File: src/verilog/tgt_pkg.sv
// Package with register map, field positions, reset values and timing counts for the timer unit.
package tgt_pkg;
    // Half clock period in ns and the finest count step of eight half periods.
    localparam int TGT_CLK_NS = 100;
    localparam int TGT_HALF_CLOCK_NS = TGT_CLK_NS / 2;
    localparam int TGT_STEP_HALF_CLOCKS = 8;
    localparam int TGT_STEP_NS = TGT_STEP_HALF_CLOCKS * TGT_HALF_CLOCK_NS;
    localparam int TGT_STEP_CYC_I = (TGT_STEP_NS + TGT_CLK_NS - 1) / TGT_CLK_NS;
    localparam logic [7:0] TGT_STEP_CYC = 8'(TGT_STEP_CYC_I);
    // Word byte addresses on the bus.
    localparam logic [15:0] TGT_ADR_CIC = 16'hff6a;
    localparam logic [15:0] TGT_ADR_AUX = 16'h0000;
    localparam logic [15:0] TGT_ADR_CORE = 16'h0004;
    localparam logic [15:0] TGT_ADR_CAP_RELOAD = 16'h0008;
    localparam logic [15:0] TGT_ADR_AUXCON = 16'h000c;
    localparam logic [15:0] TGT_ADR_CORECON = 16'h0010;
    localparam logic [15:0] TGT_ADR_STAT = 16'h0014;
    localparam logic [15:0] TGT_ADR_MASK = 16'h0018;
    // Control register fields.
    localparam int TGT_F_PRE_LO = 0;
    localparam int TGT_F_PRE_HI = 2;
    localparam int TGT_F_RUN = 3;
    localparam int TGT_F_DOWN = 4;
    localparam int TGT_F_CONCAT = 5;
    localparam int TGT_F_CAPEN = 6;
    localparam int TGT_F_CLR = 7;
    localparam int TGT_F_EDGE_LO = 8;
    localparam int TGT_F_EDGE_HI = 9;
    localparam int TGT_F_RELOAD = 5;
    localparam int TGT_F_OUTEN = 6;
    localparam int TGT_F_LATCH = 7;
    // Interrupt control request flag and status bits.
    localparam int TGT_F_IR = 7;
    localparam int TGT_S_CAP = 0;
    localparam int TGT_S_CORE = 1;
    localparam int TGT_S_AUX = 2;
    localparam logic [15:0] TGT_RST16 = 16'h0000;
    localparam logic [2:0] TGT_STAT_W = 3'h0;
endpackage : tgt_pkg

File: src/verilog/tgt_counter.sv
// Sixteen-bit up/down counter with load and wrap detection.
`timescale 1ns/100ps
module tgt_counter (
    input wire logic clk, // Clock.
    input wire logic rst_n, // Synchronous reset, active low.
    input wire logic inc, // Count step.
    input wire logic down, // Count down when high.
    input wire logic ld, // Load value.
    input wire logic [15:0] ld_val, // Value to load.
    output logic [15:0] cnt, // Count value.
    output logic wrap // Overflow or underflow on this step.
);
    assign wrap = inc && (down ? (cnt == 16'h0000) : (cnt == 16'hffff));

    always_ff @(posedge clk) begin
        if (!rst_n) begin
            cnt <= 16'h0000;
        end else if (ld) begin
            cnt <= ld_val;
        end else if (inc) begin
            cnt <= down ? cnt - 16'h0001 : cnt + 16'h0001;
        end
    end
endmodule : tgt_counter

File: src/verilog/tgt_prescaler.sv
// Prescaler giving a count pulse every 2^sel steps of eight half clock periods.
`timescale 1ns/100ps
module tgt_prescaler (
    input wire logic clk, // Clock.
    input wire logic rst_n, // Synchronous reset, active low.
    input wire logic [2:0] sel, // Prescale exponent.
    output logic tick // One-cycle count pulse.
);
    logic [7:0] step_r;
    logic [7:0] div_r;
    logic step;

    assign step = (step_r == tgt_pkg::TGT_STEP_CYC - 8'h01);

    always_ff @(posedge clk) begin
        if (!rst_n || step) begin
            step_r <= 8'h00;
        end else begin
            step_r <= step_r + 8'h01;
        end
    end

    always_ff @(posedge clk) begin
        if (!rst_n) begin
            div_r <= 8'h00;
        end else if (step) begin
            div_r <= div_r + 8'h01;
        end
    end

    // Tick fires when the low sel bits of the divider wrap.
    always_ff @(posedge clk) begin
        if (!rst_n) begin
            tick <= 1'b0;
        end else begin
            tick <= step && ((div_r & ((8'h01 << sel) - 8'h01)) == ((8'h01 << sel) - 8'h01));
        end
    end
endmodule : tgt_prescaler

File: src/verilog/tgt_timer_unit.sv
// Top of the dual timer unit with capture/reload register and Wishbone slave.
//
// The Wishbone register port was decided locally.
`timescale 1ns/100ps
// Summary of operation
// - Count step spans eight half clock periods
// - Two timers plus shared capture/reload register
// - Timers clocked by prescaled processor clock
// - Software selects count direction per timer
// - Toggle latch flips on core wrap
// - Aux timer may count toggle latch transitions
// - Toggle latch optionally drives output pin
// - Reload core timer on wrap when enabled
// - Capture pin edge copies aux timer
// - Optionally clear aux timer after capture
// - Interrupt control register at printed address
module tgt_timer_unit (
    input wire logic MCLK, // System clock.
    input wire logic RSTN, // Synchronous reset, active low.
    input wire logic WB_CYC_I, // Bus cycle.
    input wire logic WB_STB_I, // Bus strobe.
    input wire logic WB_WE_I, // Write enable.
    input wire logic [15:0] WB_ADR_I, // Byte address.
    input wire logic [3:0] WB_SEL_I, // Byte selects.
    input wire logic [31:0] WB_DAT_I, // Write data.
    output logic [31:0] WB_DAT_O, // Read data.
    output logic WB_ACK_O, // Acknowledge.
    input wire logic CAPTURE_IN_PIN, // External capture input.
    output logic TOGGLE_OUT_PIN, // Toggle latch output.
    output logic TOGGLE_OUT_OE, // Output enable of toggle pin.
    output logic IRQ // Level interrupt.
);
    logic [15:0] auxcon_r;
    logic [15:0] corecon_r;
    logic [15:0] capture_reload_reg_r;
    logic [15:0] capture_irq_ctrl_r;
    logic [2:0] stat_r;
    logic [2:0] mask_r;
    logic core_toggle_latch_r;
    logic latch_d_r;
    logic cap_q_r;
    logic aux_tick;
    logic core_tick;
    logic [15:0] aux_timer;
    logic [15:0] core_timer;
    logic aux_wrap;
    logic core_wrap;
    logic aux_inc;
    logic core_inc;
    logic cap_edge;
    logic capture;
    logic wr;
    logic rd;
    logic [15:0] wdat;
    logic [15:0] rdat;
    logic aux_ld;
    logic core_ld;
    logic [15:0] aux_ld_val;
    logic [15:0] core_ld_val;

    assign wr = WB_CYC_I && WB_STB_I && WB_WE_I && !WB_ACK_O;
    assign rd = WB_CYC_I && WB_STB_I && !WB_ACK_O;
    assign wdat = {WB_SEL_I[1] ? WB_DAT_I[15:8] : 8'h00, WB_SEL_I[0] ? WB_DAT_I[7:0] : 8'h00};

    // Each timer counts on its own prescaled clock; the aux timer does so only outside concatenated mode.
    tgt_prescaler u_aux_pre (
        .clk(MCLK),
        .rst_n(RSTN),
        .sel(auxcon_r[tgt_pkg::TGT_F_PRE_HI:tgt_pkg::TGT_F_PRE_LO]),
        .tick(aux_tick)
    );
    tgt_prescaler u_core_pre (
        .clk(MCLK),
        .rst_n(RSTN),
        .sel(corecon_r[tgt_pkg::TGT_F_PRE_HI:tgt_pkg::TGT_F_PRE_LO]),
        .tick(core_tick)
    );

    assign core_inc = corecon_r[tgt_pkg::TGT_F_RUN] && core_tick;
    // Concatenated mode counts every toggle latch transition instead of the prescaler.
    assign aux_inc = auxcon_r[tgt_pkg::TGT_F_RUN] && (auxcon_r[tgt_pkg::TGT_F_CONCAT] ?
        (core_toggle_latch_r != latch_d_r) : aux_tick);

    // Capture edge: bit 8 selects rising, bit 9 falling; the pin is assumed held per step.
    assign cap_edge = (auxcon_r[tgt_pkg::TGT_F_EDGE_LO] && !cap_q_r && CAPTURE_IN_PIN)
        || (auxcon_r[tgt_pkg::TGT_F_EDGE_HI] && cap_q_r && !CAPTURE_IN_PIN);
    assign capture = auxcon_r[tgt_pkg::TGT_F_CAPEN] && cap_edge;

    // A bus write to a timer beats hardware loads in the same cycle.
    always_comb begin
        aux_ld = 1'b0;
        aux_ld_val = tgt_pkg::TGT_RST16;
        core_ld = 1'b0;
        core_ld_val = tgt_pkg::TGT_RST16;
        if (wr && WB_ADR_I == tgt_pkg::TGT_ADR_AUX) begin
            aux_ld = 1'b1;
            aux_ld_val = wdat;
        end else if (capture && auxcon_r[tgt_pkg::TGT_F_CLR]) begin
            aux_ld = 1'b1;
            aux_ld_val = 16'h0000;
        end
        if (wr && WB_ADR_I == tgt_pkg::TGT_ADR_CORE) begin
            core_ld = 1'b1;
            core_ld_val = wdat;
        end else if (core_wrap && corecon_r[tgt_pkg::TGT_F_RELOAD]) begin
            core_ld = 1'b1;
            core_ld_val = capture_reload_reg_r;
        end
    end

    tgt_counter u_aux (
        .clk(MCLK),
        .rst_n(RSTN),
        .inc(aux_inc),
        .down(auxcon_r[tgt_pkg::TGT_F_DOWN]),
        .ld(aux_ld),
        .ld_val(aux_ld_val),
        .cnt(aux_timer),
        .wrap(aux_wrap)
    );
    tgt_counter u_core (
        .clk(MCLK),
        .rst_n(RSTN),
        .inc(core_inc),
        .down(corecon_r[tgt_pkg::TGT_F_DOWN]),
        .ld(core_ld),
        .ld_val(core_ld_val),
        .cnt(core_timer),
        .wrap(core_wrap)
    );

    always_ff @(posedge MCLK) begin
        if (!RSTN) begin
            core_toggle_latch_r <= 1'b0;
            latch_d_r <= 1'b0;
            cap_q_r <= 1'b0;
        end else begin
            latch_d_r <= core_toggle_latch_r;
            cap_q_r <= CAPTURE_IN_PIN;
            if (wr && WB_ADR_I == tgt_pkg::TGT_ADR_CORECON && WB_SEL_I[0]) begin
                core_toggle_latch_r <= WB_DAT_I[tgt_pkg::TGT_F_LATCH] ^ core_wrap;
            end else if (core_wrap) begin
                core_toggle_latch_r <= !core_toggle_latch_r;
            end
        end
    end

    always_ff @(posedge MCLK) begin
        if (!RSTN) begin
            TOGGLE_OUT_PIN <= 1'b0;
            TOGGLE_OUT_OE <= 1'b0;
        end else begin
            TOGGLE_OUT_PIN <= corecon_r[tgt_pkg::TGT_F_OUTEN] && core_toggle_latch_r;
            TOGGLE_OUT_OE <= corecon_r[tgt_pkg::TGT_F_OUTEN];
        end
    end

    always_ff @(posedge MCLK) begin
        if (!RSTN) begin
            auxcon_r <= tgt_pkg::TGT_RST16;
            corecon_r <= tgt_pkg::TGT_RST16;
        end else if (wr) begin
            if (WB_ADR_I == tgt_pkg::TGT_ADR_AUXCON) begin
                auxcon_r <= wdat;
            end
            if (WB_ADR_I == tgt_pkg::TGT_ADR_CORECON) begin
                corecon_r <= wdat;
            end
        end
    end

    // Capture wins over a software write in the same cycle.
    always_ff @(posedge MCLK) begin
        if (!RSTN) begin
            capture_reload_reg_r <= tgt_pkg::TGT_RST16;
        end else if (capture) begin
            capture_reload_reg_r <= aux_timer;
        end else if (wr && WB_ADR_I == tgt_pkg::TGT_ADR_CAP_RELOAD) begin
            capture_reload_reg_r <= wdat;
        end
    end

    // Request flag: hardware set beats software clear.
    always_ff @(posedge MCLK) begin
        if (!RSTN) begin
            capture_irq_ctrl_r <= tgt_pkg::TGT_RST16;
        end else begin
            if (wr && WB_ADR_I == tgt_pkg::TGT_ADR_CIC) begin
                capture_irq_ctrl_r <= wdat;
            end
            if (capture) begin
                capture_irq_ctrl_r[tgt_pkg::TGT_F_IR] <= 1'b1;
            end
        end
    end

    always_ff @(posedge MCLK) begin
        if (!RSTN) begin
            stat_r <= tgt_pkg::TGT_STAT_W;
            mask_r <= tgt_pkg::TGT_STAT_W;
        end else begin
            if (wr && WB_ADR_I == tgt_pkg::TGT_ADR_MASK) begin
                mask_r <= wdat[2:0];
            end
            stat_r <= (stat_r & ~((wr && WB_ADR_I == tgt_pkg::TGT_ADR_STAT) ? wdat[2:0] : 3'h0))
                | {aux_wrap, core_wrap, capture};
        end
    end

    always_ff @(posedge MCLK) begin
        if (!RSTN) begin
            IRQ <= 1'b0;
        end else begin
            IRQ <= |(stat_r & mask_r);
        end
    end

    always_comb begin
        case (WB_ADR_I)
            tgt_pkg::TGT_ADR_AUX: rdat = aux_timer;
            tgt_pkg::TGT_ADR_CORE: rdat = core_timer;
            tgt_pkg::TGT_ADR_CAP_RELOAD: rdat = capture_reload_reg_r;
            tgt_pkg::TGT_ADR_AUXCON: rdat = auxcon_r;
            tgt_pkg::TGT_ADR_CORECON: rdat = {corecon_r[15:8], core_toggle_latch_r,
                corecon_r[6:0]};
            tgt_pkg::TGT_ADR_STAT: rdat = {13'h0000, stat_r};
            tgt_pkg::TGT_ADR_MASK: rdat = {13'h0000, mask_r};
            tgt_pkg::TGT_ADR_CIC: rdat = capture_irq_ctrl_r;
            default: rdat = 16'h0000;
        endcase
    end

    // One wait-free acknowledge per request; unmapped addresses read zero.
    always_ff @(posedge MCLK) begin
        if (!RSTN) begin
            WB_ACK_O <= 1'b0;
            WB_DAT_O <= 32'h00000000;
        end else begin
            WB_ACK_O <= rd;
            WB_DAT_O <= rd ? {16'h0000, rdat} : 32'h00000000;
        end
    end
endmodule : tgt_timer_unit
File: config.mk
export PLATFORM = sky130hd
export DESIGN_NAME = tgt_timer_unit
export DESIGN_NICKNAME = d
export VERILOG_FILES = /design/src/verilog/tgt_pkg.sv /design/src/verilog/tgt_counter.sv /design/src/verilog/tgt_prescaler.sv /design/src/verilog/tgt_timer_unit.sv
export SDC_FILE = /design/constraint.sdc
export NUM_CORES = 1
export LEC_CHECK = 0
export BUFFER_PORTS_ARGS = -buffer_cell sky130_fd_sc_hd__buf_2
export CAP_MARGIN = 20
export CORE_MARGIN = 2
export CORE_UTILIZATION = 35
export DETAILED_ROUTE_END_ITERATION = 6
export MAX_ROUTING_LAYER = met4
export PLACE_DENSITY = 0.51
export RECOVER_POWER = 100
export SYNTH_ARGS = -nofsm -noshare
export SYNTH_HDL_FRONTEND = slang
export SYNTH_HIERARCHICAL = 1
export SYNTH_SLANG_ARGS = --single-unit
File: constraint.sdc
create_clock -name MCLK -period 5.8 [get_ports MCLK]
set_input_delay 0.58 -clock MCLK [delete_from_list [all_inputs] [get_ports MCLK]]
set_output_delay 0.58 -clock MCLK [all_outputs]
set_load 0.01 [all_outputs]
Word-level counts from Yosys, hierarchy flattened
Index checks and enable logic that the tools add are counted.

cells by class
  add/sub/neg operators = 10
  equal/unequal tests = 14
  shifts and indexed selects = 2
  multiplexer cells = 26
  bitwise logic cells = 7
  reductions and logical operators = 46

operators with widths
  operator                 number
  $mux W16                 11
  $pmux W16 S8             1
  $eq A16 B16 Y1 const B   3
  $eq A16 B5 Y1 const B    3
  $logic_not A16 Y1        3
  $add A16 B1 Y16 const B  2
  $add A8 B1 Y8 const B    4
  $eq A16 B4 Y1 const B    2
  $sub A16 B1 Y16 const B  2
  $logic_and A1 B1 Y1      26
  $mux W8                  3
  $and A8 B8 Y8            2
  $eq A16 B3 Y1 const B    1
  $eq A8 B2 Y1 const B     2
  $eq A8 B8 Y1             2
  $shl A1 B3 Y8 const A    2
  $sub A8 B1 Y8 const B    2
  $mux W1                  10
  $reduce_bool A2 Y1       5
  $and A3 B3 Y3            2
  $reduce_and A2 Y1        3
  $logic_not A1 Y1         5
  $logic_or A1 B1 Y1       3
  $mux W3                  1
  other kinds (5)          5

storage, ports and cells
  register bits = 175
  bits of input ports = 58

Longest topological paths before layout
Gate-level depths: netlist of the first run.

  depth after elaboration = 9
  gate-level depth with buffers = 13
  mapped depth without buffers = 12

Hierarchy
Netlist of the first run, hierarchy kept.

modules (own cells, without submodules)
  module          times used  cells each  area each (µm²)  seq. area each (µm²)
  tgt_timer_unit  1           612         4747.1           1841.8
  tgt_counter     2           197         1582.8           320.3
  tgt_prescaler   2           93          788.3            320.3

Worst setup path before layout of the first run
Ideal clock, no wire load.

  kind = input -> register
  from = input port WB_ADR_I[13]
  to = register u_core.cnt[15]
  library setup time = 134 ps
  data arrival time = 2817 ps
  data required time = 5666 ps
  path slack = 2849 ps
  stages on the path = 11
  buffers on the path = 3
  cell sequence = nor4_4 > and4_1 > buf_2 > nand4_2 > clkbuf_1 > nand2_1 > clkbuf_1 > nor2b_1 > and2_1 > o2111a_1 > or4_1

on the way
  longest elaborated chain between the ends = 4

RTL lines
  what                                                   RTL line               text
  from (decl)                                            tgt_timer_unit.sv:23   input wire logic [15:0] WB_ADR_I,
  $eq A16 B3 Y1 *                                        tgt_timer_unit.sv:102  if (wr && WB_ADR_I == tgt_pkg::TGT_ADR_CORE) begin
  $logic_and A1 B1 Y1 *                                  tgt_timer_unit.sv:102
  $mux W1 *                                              tgt_timer_unit.sv:102
  net core_ld                                            tgt_timer_unit.sv:57   logic core_ld;
  $mux W16 / $reduce_bool A2 Y1 (equally long branches)  n/a
  to (signal assigned)                                   tgt_counter.sv:19      cnt <= ld_val;
  to (signal assigned)                                   tgt_counter.sv:21      cnt <= down ? cnt - 16'h0001 : cnt + 16'h0001;
  to (decl)                                              tgt_counter.sv:10      output logic [15:0] cnt,

Mark *: on every way through the listed nets, which the timed path passes. The rest lies on a longest branch.
A chain may end at the register's enable or synchronous reset.

Worst setup path after layout of the first run
  from = input port WB_ADR_I[4]
  to = register core_toggle_latch_r

on the way
  longest elaborated chain between the ends = 4

RTL lines
  what                                                  RTL line               text
  $eq A16 B5 Y1 *                                       tgt_timer_unit.sv:140  if (wr && WB_ADR_I == tgt_pkg::TGT_ADR_CORECON && WB_SEL_I[0]) begin
  $logic_and A1 B1 Y1 * (2 in a row)                    tgt_timer_unit.sv:140
  $mux W1 / $reduce_bool A2 Y1 (equally long branches)  n/a
  to (signal assigned)                                  tgt_timer_unit.sv:141  core_toggle_latch_r <= WB_DAT_I[tgt_pkg::TGT_F_LATCH] ^ core_wrap;
  to (signal assigned)                                  tgt_timer_unit.sv:143  core_toggle_latch_r <= !core_toggle_latch_r;
  to (decl)                                             tgt_timer_unit.sv:39   logic core_toggle_latch_r;

Every way passes the cells marked *; elsewhere a longest branch is shown, timed or not.

==> impl_metrics.xml, run 1 <==
<?xml version="1.0" encoding="UTF-8"?>
<metrics>
  <group name="outcome">
    <metric name="run_status" unit="">complete, but fails checks</metric>
    <metric name="failing_checks" unit="">capacitance limit, slew limit</metric>
  </group>
  <group name="global_routing">
    <metric name="first_pass_grt_wire_length" unit="mm">49.40</metric>
    <metric name="grt_max_degree" unit="">53</metric>
    <metric name="antenna_found_initial" unit="">1</metric>
    <metric name="grt_util_all_layers" unit="%">23.06</metric>
    <metric name="grt_pass1_vias" unit="">8355</metric>
    <metric name="overflow" unit="">0</metric>
  </group>
  <group name="yosys">
    <metric name="post_synth_num_cell_types" unit="">79</metric>
    <metric name="dominant_combinational_cell_family_by_area_after_synthesis" unit="">simple AND/OR/NAND/NOR gates</metric>
    <metric name="yosys.area_share.adder" unit="%">4.641</metric>
    <metric name="seq_area_frac_synth" unit="%">32.91</metric>
    <metric name="synth_area_per_cell" unit="um2">7.961</metric>
    <metric name="number_of_synthesized_flops_with_an_enable_pin" unit="">0</metric>
    <metric name="yosys_most_used_dff" unit="">sky130_fd_sc_hd__dfxtp_1</metric>
    <metric name="post_synth_xor_area_fraction" unit="%">2.123</metric>
    <metric name="synth.cell_area" unit="mm2">0.009489</metric>
    <metric name="ys_seq_elements" unit="">156</metric>
    <metric name="post_synth_inst_count" unit="">1192</metric>
    <metric name="synth_compound_area_share" unit="%">23.92</metric>
    <metric name="yosys.area_share.simple" unit="%">26.33</metric>
    <metric name="ys.warnings.count" unit="">6</metric>
    <metric name="synth_async_sr_flop_share" unit="%">0</metric>
    <metric name="post_synth_mux_area_share" unit="%">3.771</metric>
  </group>
  <group name="clocking">
    <metric name="post_cts_buffers" unit="">0</metric>
    <metric name="cts_inserted_buffers" unit="">17</metric>
    <metric name="clock_insertion_delay_worst_skew" unit="ps">440</metric>
    <metric name="tritoncts" unit="">built</metric>
    <metric name="cts_buffer_depth" unit="">2</metric>
    <metric name="cts.hold.buffers_added" unit="">0</metric>
    <metric name="clock_sink_count" unit="">156</metric>
    <metric name="post_cts_resize_count" unit="">0</metric>
    <metric name="h_tree_levels" unit="">4</metric>
    <metric name="clk_pin_slew" unit="ps">80</metric>
    <metric name="ctsRootBufferMaster" unit="">sky130_fd_sc_hd__clkbuf_16</metric>
  </group>
  <group name="routing">
    <metric name="detail_route.first_pass.iterations" unit="">6</metric>
    <metric name="via_count" unit="">9079</metric>
    <metric name="postRouteWirelength" unit="mm">32.16</metric>
    <metric name="top_signal_layer_used" unit="">met4</metric>
    <metric name="detail_route.iter0.violations" unit="">975</metric>
    <metric name="wl_met1" unit="mm">14.63</metric>
    <metric name="met3WireLength" unit="mm">2.159</metric>
    <metric name="postRouteAntennaNets" unit="">0</metric>
    <metric name="wl_per_cell" unit="um">20.71</metric>
    <metric name="drc" unit="">0</metric>
    <metric name="met2_length" unit="mm">14.23</metric>
    <metric name="via_per_inst" unit="">5.846</metric>
  </group>
  <group name="final_layout">
    <metric name="drive_gt1_share" unit="%">9.571</metric>
    <metric name="layout.cells.most_common_list" unit="">sky130_fd_sc_hd__dfxtp_1 (156), sky130_fd_sc_hd__nand2_1 (144), sky130_fd_sc_hd__a21oi_1 (134)</metric>
    <metric name="area_growth" unit="%">9.032</metric>
    <metric name="most_common_library_cell_in_the_layout_ignoring_fill_and_taps" unit="">sky130_fd_sc_hd__dfxtp_1</metric>
    <metric name="insertedDiodeCount" unit="">0</metric>
    <metric name="fillers" unit="">2785</metric>
    <metric name="design.final.nets" unit="">1291</metric>
  </group>
  <group name="setup_path">
    <metric name="worst_r2r_startpoint" unit="">corecon_r[4]</metric>
    <metric name="crit_path_max_incr_delay" unit="ps">1930</metric>
    <metric name="crit_path_cell_trace" unit="">clkbuf_1 &gt; nor4b_1 &gt; nand2_1 &gt; nor3_1 &gt; a221o_1 &gt; nand2_1</metric>
    <metric name="r2r_slack" unit="ps">1910</metric>
    <metric name="type_of_the_worst_setup_path" unit="">input port to flop</metric>
    <metric name="r2r_end" unit="">u_core/cnt[9]</metric>
    <metric name="critical_path_arrival" unit="ps">4720</metric>
    <metric name="crit_path_top_delay_cell" unit="">sky130_fd_sc_hd__nor3_1</metric>
    <metric name="critical-path-top-cell-by-count" unit="">sky130_fd_sc_hd__nand2_1</metric>
    <metric name="timing.critical_path.from_type" unit="">input port</metric>
    <metric name="timing.critical_path.fanout_max" unit="">25</metric>
    <metric name="reg2reg_depth" unit="">13</metric>
    <metric name="cp_data_required_time" unit="ps">6110</metric>
    <metric name="timing.critical_path.to_type" unit="">flop</metric>
  </group>
  <group name="sta">
    <metric name="maxSlewHeadroom" unit="%">-75.71</metric>
    <metric name="max_clock_freq" unit="MHz">226.9</metric>
    <metric name="finalCritPeriodShare" unit="%">75.98</metric>
    <metric name="tightestPinTransition" unit="ps">2636</metric>
    <metric name="drv_slew" unit="">147</metric>
    <metric name="setup_violations" unit="">0</metric>
    <metric name="final-hold-violation-count" unit="">0</metric>
    <metric name="rsz0062_at_grt" unit="">no</metric>
    <metric name="clock_skew" unit="ps">13.42</metric>
    <metric name="final.min_clock_period" unit="ps">4407</metric>
    <metric name="finalSetupTns" unit="ps">0</metric>
    <metric name="final.setup.worst_slack" unit="ps">1393</metric>
  </group>
  <group name="min_path">
    <metric name="holdCritPathClass" unit="">input port to flop</metric>
    <metric name="hold_path_startpoint" unit="">CAPTURE_IN_PIN</metric>
    <metric name="worst_hold_path_stage_count" unit="">2</metric>
    <metric name="hold_path_end" unit="">cap_q_r</metric>
  </group>
  <group name="floorplan">
    <metric name="floorplan.die.width" unit="um">168.7</metric>
    <metric name="io_pins" unit="">94</metric>
    <metric name="coreArea" unit="mm2">0.02680</metric>
    <metric name="die_y" unit="um">168.7</metric>
    <metric name="core.rowCount" unit="">60</metric>
    <metric name="fp.dieArea" unit="mm2">0.02844</metric>
    <metric name="initial_core_util" unit="%">35.41</metric>
  </group>
  <group name="power">
    <metric name="power.leakage" unit="nW">3.442</metric>
    <metric name="cellPowerDensity" unit="mW/mm2">227.8</metric>
    <metric name="peakVddDrop" unit="mV">0.1840</metric>
  </group>
  <group name="place">
    <metric name="io_buffer_count" unit="">59</metric>
    <metric name="place.gp.congestion" unit="">0.9210</metric>
    <metric name="detailed_place_hpwl" unit="mm">22.70</metric>
    <metric name="dp_worst_setup_slack" unit="ps">1719</metric>
  </group>
  <group name="run">
    <metric name="maxCapViolations" unit="">4</metric>
  </group>
</metrics>
[kinds of logic after synthesis]
group / count (synthesis)
other: 1
AO/OA/AOI/OAI: 352
buffers and inverters: 120
AND/OR/NAND/NOR: 471
flip-flops: 156
XOR/XNOR: 23
adder cells (fa/ha/maj): 34
multiplexers: 35
[critical path, delay by kind of cell]
kind / cells / cell delay, ps
AO/OA/AOI/OAI: 1 / 410
buffers and inverters: 1 / 1260
AND/OR/NAND/NOR: 4 / 2450
[cells in the mapped netlist (7+ instances only)]
| library cell | instances | area share (%) |
|---|---|---|
| sky130_fd_sc_hd__nand2_1 | 144 | 5.7 |
| sky130_fd_sc_hd__xnor2_1 | 13 | 1.2 |
| sky130_fd_sc_hd__a21oi_1 | 134 | 7.1 |
| sky130_fd_sc_hd__a22oi_1 | 15 | 1.2 |
| sky130_fd_sc_hd__nor2_1 | 62 | 2.5 |
| sky130_fd_sc_hd__a211oi_1 | 10 | 0.79 |
| sky130_fd_sc_hd__and2_1 | 13 | 0.86 |
| sky130_fd_sc_hd__inv_1 | 23 | 0.91 |
| sky130_fd_sc_hd__xor2_1 | 10 | 0.92 |
| sky130_fd_sc_hd__buf_2 | 19 | 1.0 |
| sky130_fd_sc_hd__clkbuf_1 | 47 | 1.9 |
| sky130_fd_sc_hd__a31oi_1 | 29 | 1.9 |
| sky130_fd_sc_hd__o21ai_0 | 59 | 3.1 |
| sky130_fd_sc_hd__nor2b_1 | 11 | 0.73 |
| sky130_fd_sc_hd__buf_4 | 19 | 1.5 |
| sky130_fd_sc_hd__and3_1 | 7 | 0.46 |
| sky130_fd_sc_hd__o21ai_1 | 11 | 0.58 |
| sky130_fd_sc_hd__nand3_1 | 95 | 5.0 |
| sky130_fd_sc_hd__o31ai_1 | 8 | 0.63 |
| sky130_fd_sc_hd__or4_1 | 8 | 0.63 |
| sky130_fd_sc_hd__a222oi_1 | 8 | 0.84 |
| sky130_fd_sc_hd__mux2i_1 | 29 | 3.1 |
| sky130_fd_sc_hd__nor4_1 | 11 | 0.73 |
| sky130_fd_sc_hd__nor3_1 | 14 | 0.74 |
| sky130_fd_sc_hd__nand4_1 | 27 | 1.8 |
| sky130_fd_sc_hd__or3_1 | 11 | 0.73 |
| sky130_fd_sc_hd__nor3b_1 | 15 | 1.2 |
| sky130_fd_sc_hd__ha_1 | 32 | 4.2 |
| sky130_fd_sc_hd__nand2b_1 | 13 | 0.86 |
| sky130_fd_sc_hd__dfxtp_1 | 156 | 33 |
[sequential cells by signal (all words and copies together) (netlist names), 3 cells and up]
signal                count
u_aux_pre/div_r           7
corecon_r                15
u_aux_pre/step_r          8
u_aux/cnt                16
u_core_pre/step_r         8
capture_reload_reg_r     16
capture_irq_ctrl_r       16
WB_DAT_O                 16
auxcon_r                 16
u_core_pre/div_r          7
mask_r                    3
u_core/cnt               16
stat_r                    3
[metal layers]
metal	up-vias	track usage [%]
met2	346	34.46
met1	4265	31.17
li1	4415	-
met4	0	9.558
met5	-	-
met3	53	3.507
[final cells by class]
class	count	area (um2)	share of cell area, %
multi-input cells	931	5793	55.99
flip-flops and latches	156	3123	30.18
clock buffers	18	439.2	4.245
well taps	341	426.7	4.124
repair buffers	70	327.8	3.168
clock inverters	14	150.1	1.451
inverters	23	86.33	0.8344
[power breakdown]
part | switching (mW) | leakage [nW] | internal, mW | total (mW)
clock | 0.530 | 0.285 | 0.620 | 1.15
sequential | 0.00850 | 1.26 | 1.08 | 1.09
combinational | 0.0893 | 1.90 | 0.0322 | 0.121
total | 0.628 | 3.44 | 1.73 | 2.36
[worst max path at each step]
stage / to / startpoint / slack [ps]
after floorplan: u_core/cnt[15] / WB_ADR_I[13] / 2850
after global placement: u_aux/cnt[15] / WB_ADR_I[13] / 1770
after detailed placement: u_aux/cnt[15] / WB_ADR_I[9] / 1720
after CTS: u_aux/cnt[15] / WB_ADR_I[9] / 2180
after global routing: u_aux/cnt[15] / WB_ADR_I[13] / 1150
final: core_toggle_latch_r / WB_ADR_I[4] / 1390
[per-stage QoR]
stage	hold slack, ps	power, mW	util [%]	cell area (um2)	std cells
3_5_place_dp	444.8	1.231	36.72	9842	1521
3_3_place_gp	434.8	1.231	36.72	9842	1521
4_1_cts	371.2	2.374	38.92	10430	1553
5_1_grt	406.5	2.430	38.60	10350	1553
6_report	376.6	2.357	38.60	10350	1553
2_1_floorplan	428.5	1.189	-	9545	1207
No activity file was read; power rests on OpenSTA's default activity.
==> run 2, diff against run 1 <==
PLACE_DENSITY = 0.53   (was 0.51)
clock period = 4.05 ns   (was 5.8 ns; I/O delays follow)
==> run 2 against run 1 <==
- the flow still finishes with violations (capacitance limit, slew limit)
- clock power grew 50%
- global-route usage shrank 0.29 points
- first-iteration DRC count grew 2.7%
- wire length shrank 1.5%
- clock skew grew 3.3 ps
- worst setup slack lost 740 ps
- power grew 46%
- utilization grew 0.44 points
- final area grew 1.1%
- sequential power grew 43%
- non-clock buffer count grew 8
- largest cell class unchanged
==> impl_metrics.xml, run 2 (synthesis results as in run 1) <==
<?xml version="1.0" encoding="UTF-8"?>
<metrics>
  <group name="outcome">
    <metric name="run_status" unit="">complete, but fails checks</metric>
    <metric name="failing_checks" unit="">capacitance limit, slew limit</metric>
  </group>
  <group name="global_routing">
    <metric name="antenna_found_initial" unit="">0</metric>
    <metric name="grt_util_all_layers" unit="%">22.77</metric>
    <metric name="first_pass_grt_wire_length" unit="mm">49.02</metric>
    <metric name="overflow" unit="">0</metric>
    <metric name="grt_max_degree" unit="">56</metric>
    <metric name="grt_pass1_vias" unit="">8274</metric>
  </group>
  <group name="setup_path">
    <metric name="timing.critical_path.from_type" unit="">input port</metric>
    <metric name="crit_path_max_incr_delay" unit="ps">640</metric>
    <metric name="cp_data_required_time" unit="ps">4360</metric>
    <metric name="crit_path_top_delay_cell" unit="">sky130_fd_sc_hd__o21ai_0</metric>
    <metric name="critical_path_arrival" unit="ps">3700</metric>
    <metric name="worst-path-buf-inv" unit="">1</metric>
    <metric name="timing.critical_path.fanout_max" unit="">17</metric>
    <metric name="critical-path-top-delay-family" unit="">simple AND/OR/NAND/NOR gates</metric>
    <metric name="crit_path_cell_trace" unit="">clkbuf_1 &gt; nor4_4 &gt; nand4_2 &gt; nor2_1 &gt; nand3_1 &gt; o21ai_0 &gt; nor2b_1 &gt; nand2_1 &gt; nor3_1 &gt; or4_1</metric>
    <metric name="type_of_the_worst_setup_path" unit="">input port to flop</metric>
    <metric name="timing.critical_path.to_type" unit="">flop</metric>
  </group>
  <group name="final_layout">
    <metric name="insertedDiodeCount" unit="">0</metric>
    <metric name="area.sequential" unit="mm2">0.003123</metric>
    <metric name="fin_area" unit="mm2">0.01046</metric>
    <metric name="most_common_library_cell_in_the_layout_ignoring_fill_and_taps" unit="">sky130_fd_sc_hd__dfxtp_1</metric>
    <metric name="layout.cells.most_common_list" unit="">sky130_fd_sc_hd__dfxtp_1 (156), sky130_fd_sc_hd__nand2_1 (144), sky130_fd_sc_hd__a21oi_1 (134)</metric>
    <metric name="design.final.nets" unit="">1299</metric>
    <metric name="fin_cells" unit="">1561</metric>
    <metric name="area_growth" unit="%">10.27</metric>
    <metric name="post-route-util" unit="%">39.04</metric>
    <metric name="fillers" unit="">2782</metric>
    <metric name="area_of_combinational_cells_with_multiple_inputs" unit="mm2">0.005819</metric>
    <metric name="drive_gt1_share" unit="%">10.57</metric>
  </group>
  <group name="clocking">
    <metric name="post_cts_resize_count" unit="">0</metric>
    <metric name="post_cts_buffers" unit="">0</metric>
    <metric name="cts_inserted_buffers" unit="">17</metric>
    <metric name="clock_insertion_delay_worst_skew" unit="ps">450</metric>
    <metric name="h_tree_levels" unit="">4</metric>
    <metric name="clock_sink_count" unit="">156</metric>
    <metric name="ctsRootBufferMaster" unit="">sky130_fd_sc_hd__clkbuf_16</metric>
    <metric name="tritoncts" unit="">built</metric>
    <metric name="clk_pin_slew" unit="ps">60</metric>
    <metric name="cts.hold.buffers_added" unit="">0</metric>
    <metric name="cts_buffer_depth" unit="">2</metric>
  </group>
  <group name="place">
    <metric name="place.gp.congestion" unit="">0.9192</metric>
    <metric name="dp_worst_setup_slack" unit="ps">619.1</metric>
    <metric name="detailed_place.area" unit="mm2">0.009902</metric>
    <metric name="detailed_place_hpwl" unit="mm">22.59</metric>
    <metric name="dp.cells" unit="">1529</metric>
    <metric name="io_buffer_count" unit="">59</metric>
  </group>
  <group name="sta">
    <metric name="max_clock_freq" unit="MHz">294.3</metric>
    <metric name="finalSetupTns" unit="ps">0</metric>
    <metric name="final.setup.worst_slack" unit="ps">652.3</metric>
    <metric name="drv_slew" unit="">89</metric>
    <metric name="clock_skew" unit="ps">16.71</metric>
    <metric name="tightestPinTransition" unit="ps">2734</metric>
    <metric name="final.min_clock_period" unit="ps">3398</metric>
    <metric name="final-hold-violation-count" unit="">0</metric>
    <metric name="rsz0062_at_grt" unit="">no</metric>
    <metric name="finalCritPeriodShare" unit="%">83.89</metric>
    <metric name="hold_slack" unit="ps">218.9</metric>
    <metric name="setup_violations" unit="">0</metric>
    <metric name="maxSlewHeadroom" unit="%">-82.24</metric>
  </group>
  <group name="power">
    <metric name="report.power.total" unit="mW">3.448</metric>
    <metric name="sw_frac_of_total" unit="%">26.32</metric>
    <metric name="cellInternalPower" unit="mW">2.541</metric>
    <metric name="power.leakage" unit="nW">3.522</metric>
    <metric name="peakVddDrop" unit="mV">0.2744</metric>
    <metric name="cellPowerDensity" unit="mW/mm2">329.5</metric>
    <metric name="power_share_of_the_combinational_group" unit="%">5.1</metric>
    <metric name="power_frac_seq" unit="%">45.1</metric>
    <metric name="power_switching" unit="mW">0.9075</metric>
    <metric name="clockPowerShare" unit="%">49.8</metric>
  </group>
  <group name="min_path">
    <metric name="holdCritPathClass" unit="">input port to flop</metric>
  </group>
  <group name="run">
    <metric name="maxCapViolations" unit="">2</metric>
  </group>
  <group name="floorplan">
    <metric name="die_y" unit="um">168.7</metric>
    <metric name="io_pins" unit="">94</metric>
    <metric name="coreArea" unit="mm2">0.02680</metric>
    <metric name="floorplan.die.width" unit="um">168.7</metric>
    <metric name="fp.dieArea" unit="mm2">0.02844</metric>
    <metric name="initial_core_util" unit="%">35.41</metric>
    <metric name="core.rowCount" unit="">60</metric>
  </group>
  <group name="routing">
    <metric name="drc" unit="">0</metric>
    <metric name="detail_route.first_pass.iterations" unit="">6</metric>
    <metric name="via_count" unit="">9191</metric>
    <metric name="via_per_inst" unit="">5.888</metric>
    <metric name="wl_per_cell" unit="um">20.29</metric>
    <metric name="postRouteAntennaNets" unit="">0</metric>
    <metric name="detail_route.iter0.violations" unit="">1001</metric>
    <metric name="postRouteWirelength" unit="mm">31.68</metric>
  </group>
</metrics>
## run 2: changes by cell type in the layout (fill, tap and decap cells not counted), moves of 2 or more
cell                       change
sky130_fd_sc_hd__clkbuf_1      -3
sky130_fd_sc_hd__o21ai_1       -2
sky130_fd_sc_hd__o21ai_0       +2
sky130_fd_sc_hd__buf_4        +11
## run 2: layout make-up
class                   count  share of cell area, %
inverters                  23                 0.8251
multi-input cells         931                  55.61
well taps                 341                  4.077
clock inverters            14                  1.626
clock buffers              18                  4.197
repair buffers             78                  3.814
flip-flops and latches    156                  29.85
## run 2: routing by layer
layer	global-route usage, %	vias up	routed length [um]
met1	30.86	4366	14360
met2	34.68	331	14340
li1	-	4441	-
met4	7.909	0	873
met5	-	-	0
met3	3.390	53	2109
## run 2: power by group through the flow
| stage | Clock, mW | Sequential [mW] | Combinational (mW) |
|---|---|---|---|
| after CTS | 1.74 | 1.56 | 0.175 |
| after floorplan | 0 | 1.59 | 0.117 |
| after detailed placement | 0 | 1.59 | 0.174 |
| final | 1.72 | 1.56 | 0.176 |
| after global placement | 0 | 1.59 | 0.176 |
| after global routing | 1.82 | 1.56 | 0.190 |
## run 2: worst paths after layout
check	from	end	slack, ps	depth (start not counted)
worst max-delay path	WB_ADR_I[13]	u_aux/cnt[15]	650	10
worst min-delay path	CAPTURE_IN_PIN	cap_q_r	220	2
worst max register to register	WB_ACK_O	u_aux/cnt[15]	830	8
worst min register to register	corecon_r[9]	corecon_r[9]	450	2
## run 2: worst register-to-register path, stage by stage, from the launching register on
cell,delay [ps]
sky130_fd_sc_hd__dfxtp_1,340
sky130_fd_sc_hd__nor3b_1,190
sky130_fd_sc_hd__buf_4,190
sky130_fd_sc_hd__nand3_1,520
sky130_fd_sc_hd__o21ai_0,650
sky130_fd_sc_hd__nor2b_1,240
sky130_fd_sc_hd__nand2_1,380
sky130_fd_sc_hd__nor3_1,100
sky130_fd_sc_hd__or4_1,470
==> run 3, diff against run 2 <==
PLACE_DENSITY = 0.51   (was 0.53)
clock period = 3.24 ns   (was 4.05 ns; I/O delays follow)
==> run 3 against run 2 <==
- the flow now finishes without violations
- register-to-register slack got worse by 530 ps
- via count decreased by 0.29%
- clock skew increased by 1.5 ps
- die area unchanged
- first-iteration DRC count decreased by 9.8%
- cell count increased by 0.45%
- power increased by 22%
- final area about the same
- sequential share of layout area about the same
- hold slack got worse by 110 ps
- wire length increased by 1.3%
- critical path type is now flop to flop
==> impl_metrics.xml, run 3 (synthesis results as in run 1) <==
<?xml version="1.0" encoding="UTF-8"?>
<metrics>
  <group name="final_layout">
    <metric name="insertedDiodeCount" unit="">0</metric>
    <metric name="drive_gt1_share" unit="%">10.68</metric>
    <metric name="area_growth" unit="%">10.36</metric>
    <metric name="layout.cells.most_common_list" unit="">sky130_fd_sc_hd__dfxtp_1 (156), sky130_fd_sc_hd__nand2_1 (144), sky130_fd_sc_hd__a21oi_1 (134)</metric>
    <metric name="most_common_library_cell_in_the_layout_ignoring_fill_and_taps" unit="">sky130_fd_sc_hd__dfxtp_1</metric>
    <metric name="design.final.nets" unit="">1306</metric>
  </group>
  <group name="global_routing">
    <metric name="grt_max_degree" unit="">56</metric>
    <metric name="grt_pass1_vias" unit="">8577</metric>
    <metric name="first_pass_grt_wire_length" unit="mm">49.95</metric>
    <metric name="overflow" unit="">0</metric>
    <metric name="antenna_found_initial" unit="">1</metric>
    <metric name="grt_util_all_layers" unit="%">23.13</metric>
  </group>
  <group name="sta">
    <metric name="final-hold-violation-count" unit="">0</metric>
    <metric name="rsz0062_at_grt" unit="">no</metric>
    <metric name="max_clock_freq" unit="MHz">340.5</metric>
    <metric name="maxSlewHeadroom" unit="%">12.99</metric>
    <metric name="setup_violations" unit="">0</metric>
    <metric name="drv_slew" unit="">0</metric>
    <metric name="clock_skew" unit="ps">18.16</metric>
    <metric name="finalSetupTns" unit="ps">0</metric>
    <metric name="tightestPinTransition" unit="ps">1305</metric>
    <metric name="finalCritPeriodShare" unit="%">90.64</metric>
    <metric name="final.min_clock_period" unit="ps">2937</metric>
    <metric name="final.setup.worst_slack" unit="ps">303.3</metric>
  </group>
  <group name="place">
    <metric name="detailed_place_hpwl" unit="mm">23.00</metric>
    <metric name="dp_worst_setup_slack" unit="ps">343.2</metric>
    <metric name="place.gp.congestion" unit="">0.9577</metric>
    <metric name="io_buffer_count" unit="">59</metric>
  </group>
  <group name="floorplan">
    <metric name="initial_core_util" unit="%">35.41</metric>
    <metric name="floorplan.die.width" unit="um">168.7</metric>
    <metric name="coreArea" unit="mm2">0.02680</metric>
    <metric name="fp.dieArea" unit="mm2">0.02844</metric>
    <metric name="io_pins" unit="">94</metric>
    <metric name="die_y" unit="um">168.7</metric>
    <metric name="core.rowCount" unit="">60</metric>
  </group>
  <group name="clocking">
    <metric name="post_cts_resize_count" unit="">0</metric>
    <metric name="cts_buffer_depth" unit="">2</metric>
    <metric name="clk_pin_slew" unit="ps">70</metric>
    <metric name="tritoncts" unit="">built</metric>
    <metric name="post_cts_buffers" unit="">0</metric>
    <metric name="h_tree_levels" unit="">4</metric>
    <metric name="clock_insertion_delay_worst_skew" unit="ps">450</metric>
    <metric name="clock_sink_count" unit="">156</metric>
    <metric name="cts_inserted_buffers" unit="">17</metric>
    <metric name="cts.hold.buffers_added" unit="">0</metric>
    <metric name="ctsRootBufferMaster" unit="">sky130_fd_sc_hd__clkbuf_16</metric>
  </group>
  <group name="min_path">
    <metric name="hold_path_startpoint" unit="">CAPTURE_IN_PIN</metric>
    <metric name="worst_hold_path_stage_count" unit="">2</metric>
    <metric name="holdCritPathClass" unit="">input port to flop</metric>
    <metric name="hold_path_end" unit="">cap_q_r</metric>
  </group>
  <group name="outcome">
    <metric name="run_status" unit="">finished clean</metric>
  </group>
  <group name="routing">
    <metric name="postRouteWirelength" unit="mm">32.10</metric>
    <metric name="drc" unit="">0</metric>
    <metric name="via_count" unit="">9164</metric>
    <metric name="detail_route.iter0.violations" unit="">903</metric>
    <metric name="via_per_inst" unit="">5.844</metric>
    <metric name="detail_route.first_pass.iterations" unit="">6</metric>
    <metric name="postRouteAntennaNets" unit="">0</metric>
    <metric name="wl_per_cell" unit="um">20.47</metric>
  </group>
  <group name="power">
    <metric name="power_share_of_the_combinational_group" unit="%">5.3</metric>
    <metric name="power_frac_seq" unit="%">46.3</metric>
    <metric name="cellPowerDensity" unit="mW/mm2">401.0</metric>
    <metric name="power_switching" unit="mW">1.124</metric>
    <metric name="peakVddDrop" unit="mV">0.3737</metric>
    <metric name="power.leakage" unit="nW">3.530</metric>
    <metric name="sw_frac_of_total" unit="%">26.75</metric>
    <metric name="clockPowerShare" unit="%">48.4</metric>
    <metric name="cellInternalPower" unit="mW">3.076</metric>
  </group>
  <group name="run">
    <metric name="maxCapViolations" unit="">0</metric>
  </group>
  <group name="setup_path">
    <metric name="timing.critical_path.to_type" unit="">flop</metric>
    <metric name="r2r_slack" unit="ps">300</metric>
    <metric name="worst-path-buf-inv" unit="">1</metric>
    <metric name="worst_r2r_startpoint" unit="">auxcon_r[4]</metric>
    <metric name="crit_path_top_delay_cell" unit="">sky130_fd_sc_hd__dfxtp_1</metric>
    <metric name="critical-path-top-cell-by-count" unit="">sky130_fd_sc_hd__a21oi_1</metric>
    <metric name="type_of_the_worst_setup_path" unit="">flop to flop</metric>
    <metric name="crit_path_cell_trace" unit="">clkbuf_1 &gt; ha_1 &gt; a21oi_1 &gt; a21oi_1 &gt; a211oi_1 &gt; nor3_1 &gt; or4_1</metric>
    <metric name="crit_path_max_incr_delay" unit="ps">690</metric>
    <metric name="timing.critical_path.fanout_max" unit="">12</metric>
    <metric name="critical_path_arrival" unit="ps">3270</metric>
    <metric name="critical-path-top-delay-family" unit="">compound AO/OA/AOI/OAI gates</metric>
    <metric name="r2r_end" unit="">u_aux/cnt[15]</metric>
    <metric name="reg2reg_depth" unit="">7</metric>
    <metric name="cp.depth" unit="">7</metric>
    <metric name="timing.critical_path.from_type" unit="">flop</metric>
    <metric name="cp_data_required_time" unit="ps">3570</metric>
    <metric name="worst_setup_path_startpoint" unit="">auxcon_r[4]</metric>
  </group>
</metrics>
==> run 3: worst max path at each step <==
| stage | end | slack, ps |
|---|---|---|
| floorplan | u_core/cnt[15] | 410 |
| global placement | u_aux/cnt[15] | 380 |
| detailed placement | u_aux/cnt[15] | 340 |
| CTS | u_core/cnt[15] | 440 |
| global route | u_core/cnt[13] | 40 |
| finish | u_aux/cnt[15] | 300 |
==> run 3: stage by stage <==
step / hold WS (ps) / utilization, % / cell area (um2) / power (mW) / instances
6_report: 105.9 / 39.08 / 10470 / 4.200 / 1568
5_1_grt: 131.5 / 39.08 / 10470 / 4.329 / 1568
4_1_cts: 105.8 / 39.30 / 10530 / 4.239 / 1568
3_5_place_dp: 446.0 / 37.14 / 9955 / 2.210 / 1536
3_3_place_gp: 438.1 / 37.14 / 9955 / 2.209 / 1536
2_1_floorplan: 428.5 / - / 9545 / 2.129 / 1207
==> run 3: final cells by class <==
type                    instances  area, um2
flip-flops and latches        156       3123
inverters                      23      86.33
fillers                      2815      16330
clock inverters                14      147.6
clock buffers                  18      429.2
well taps                     341      426.7
repair buffers                 85      445.4
multi-input cells             931       5814
==> run 3: power by group through the flow <==
stage	Clock, mW	Sequential [mW]	Combinational [mW]
after global routing	2.14	1.95	0.241
final	2.03	1.94	0.224
after CTS	2.07	1.94	0.222
after global placement	0	1.99	0.220
after detailed placement	0	1.99	0.221
after floorplan	0	1.98	0.146
==> run 3: worst register-to-register path, delay by kind of cell, from the launching register on <==
family / cells / cell delay (ps)
buffers and inverters: 1 / 450
adders and majority gates: 1 / 410
and+or+nand+nor: 2 / 550
AOI/OAI and AO/OA: 3 / 730
DFF: 1 / 690
==> run 3: layer usage <==
layer	GRT usage, %	wire length, um	vias up
li1	-	-	4447
met1	31.84	15110	4326
met2	34.75	13870	327
met3	2.899	1994	64
met4	8.696	1119	0
met5	-	0	-
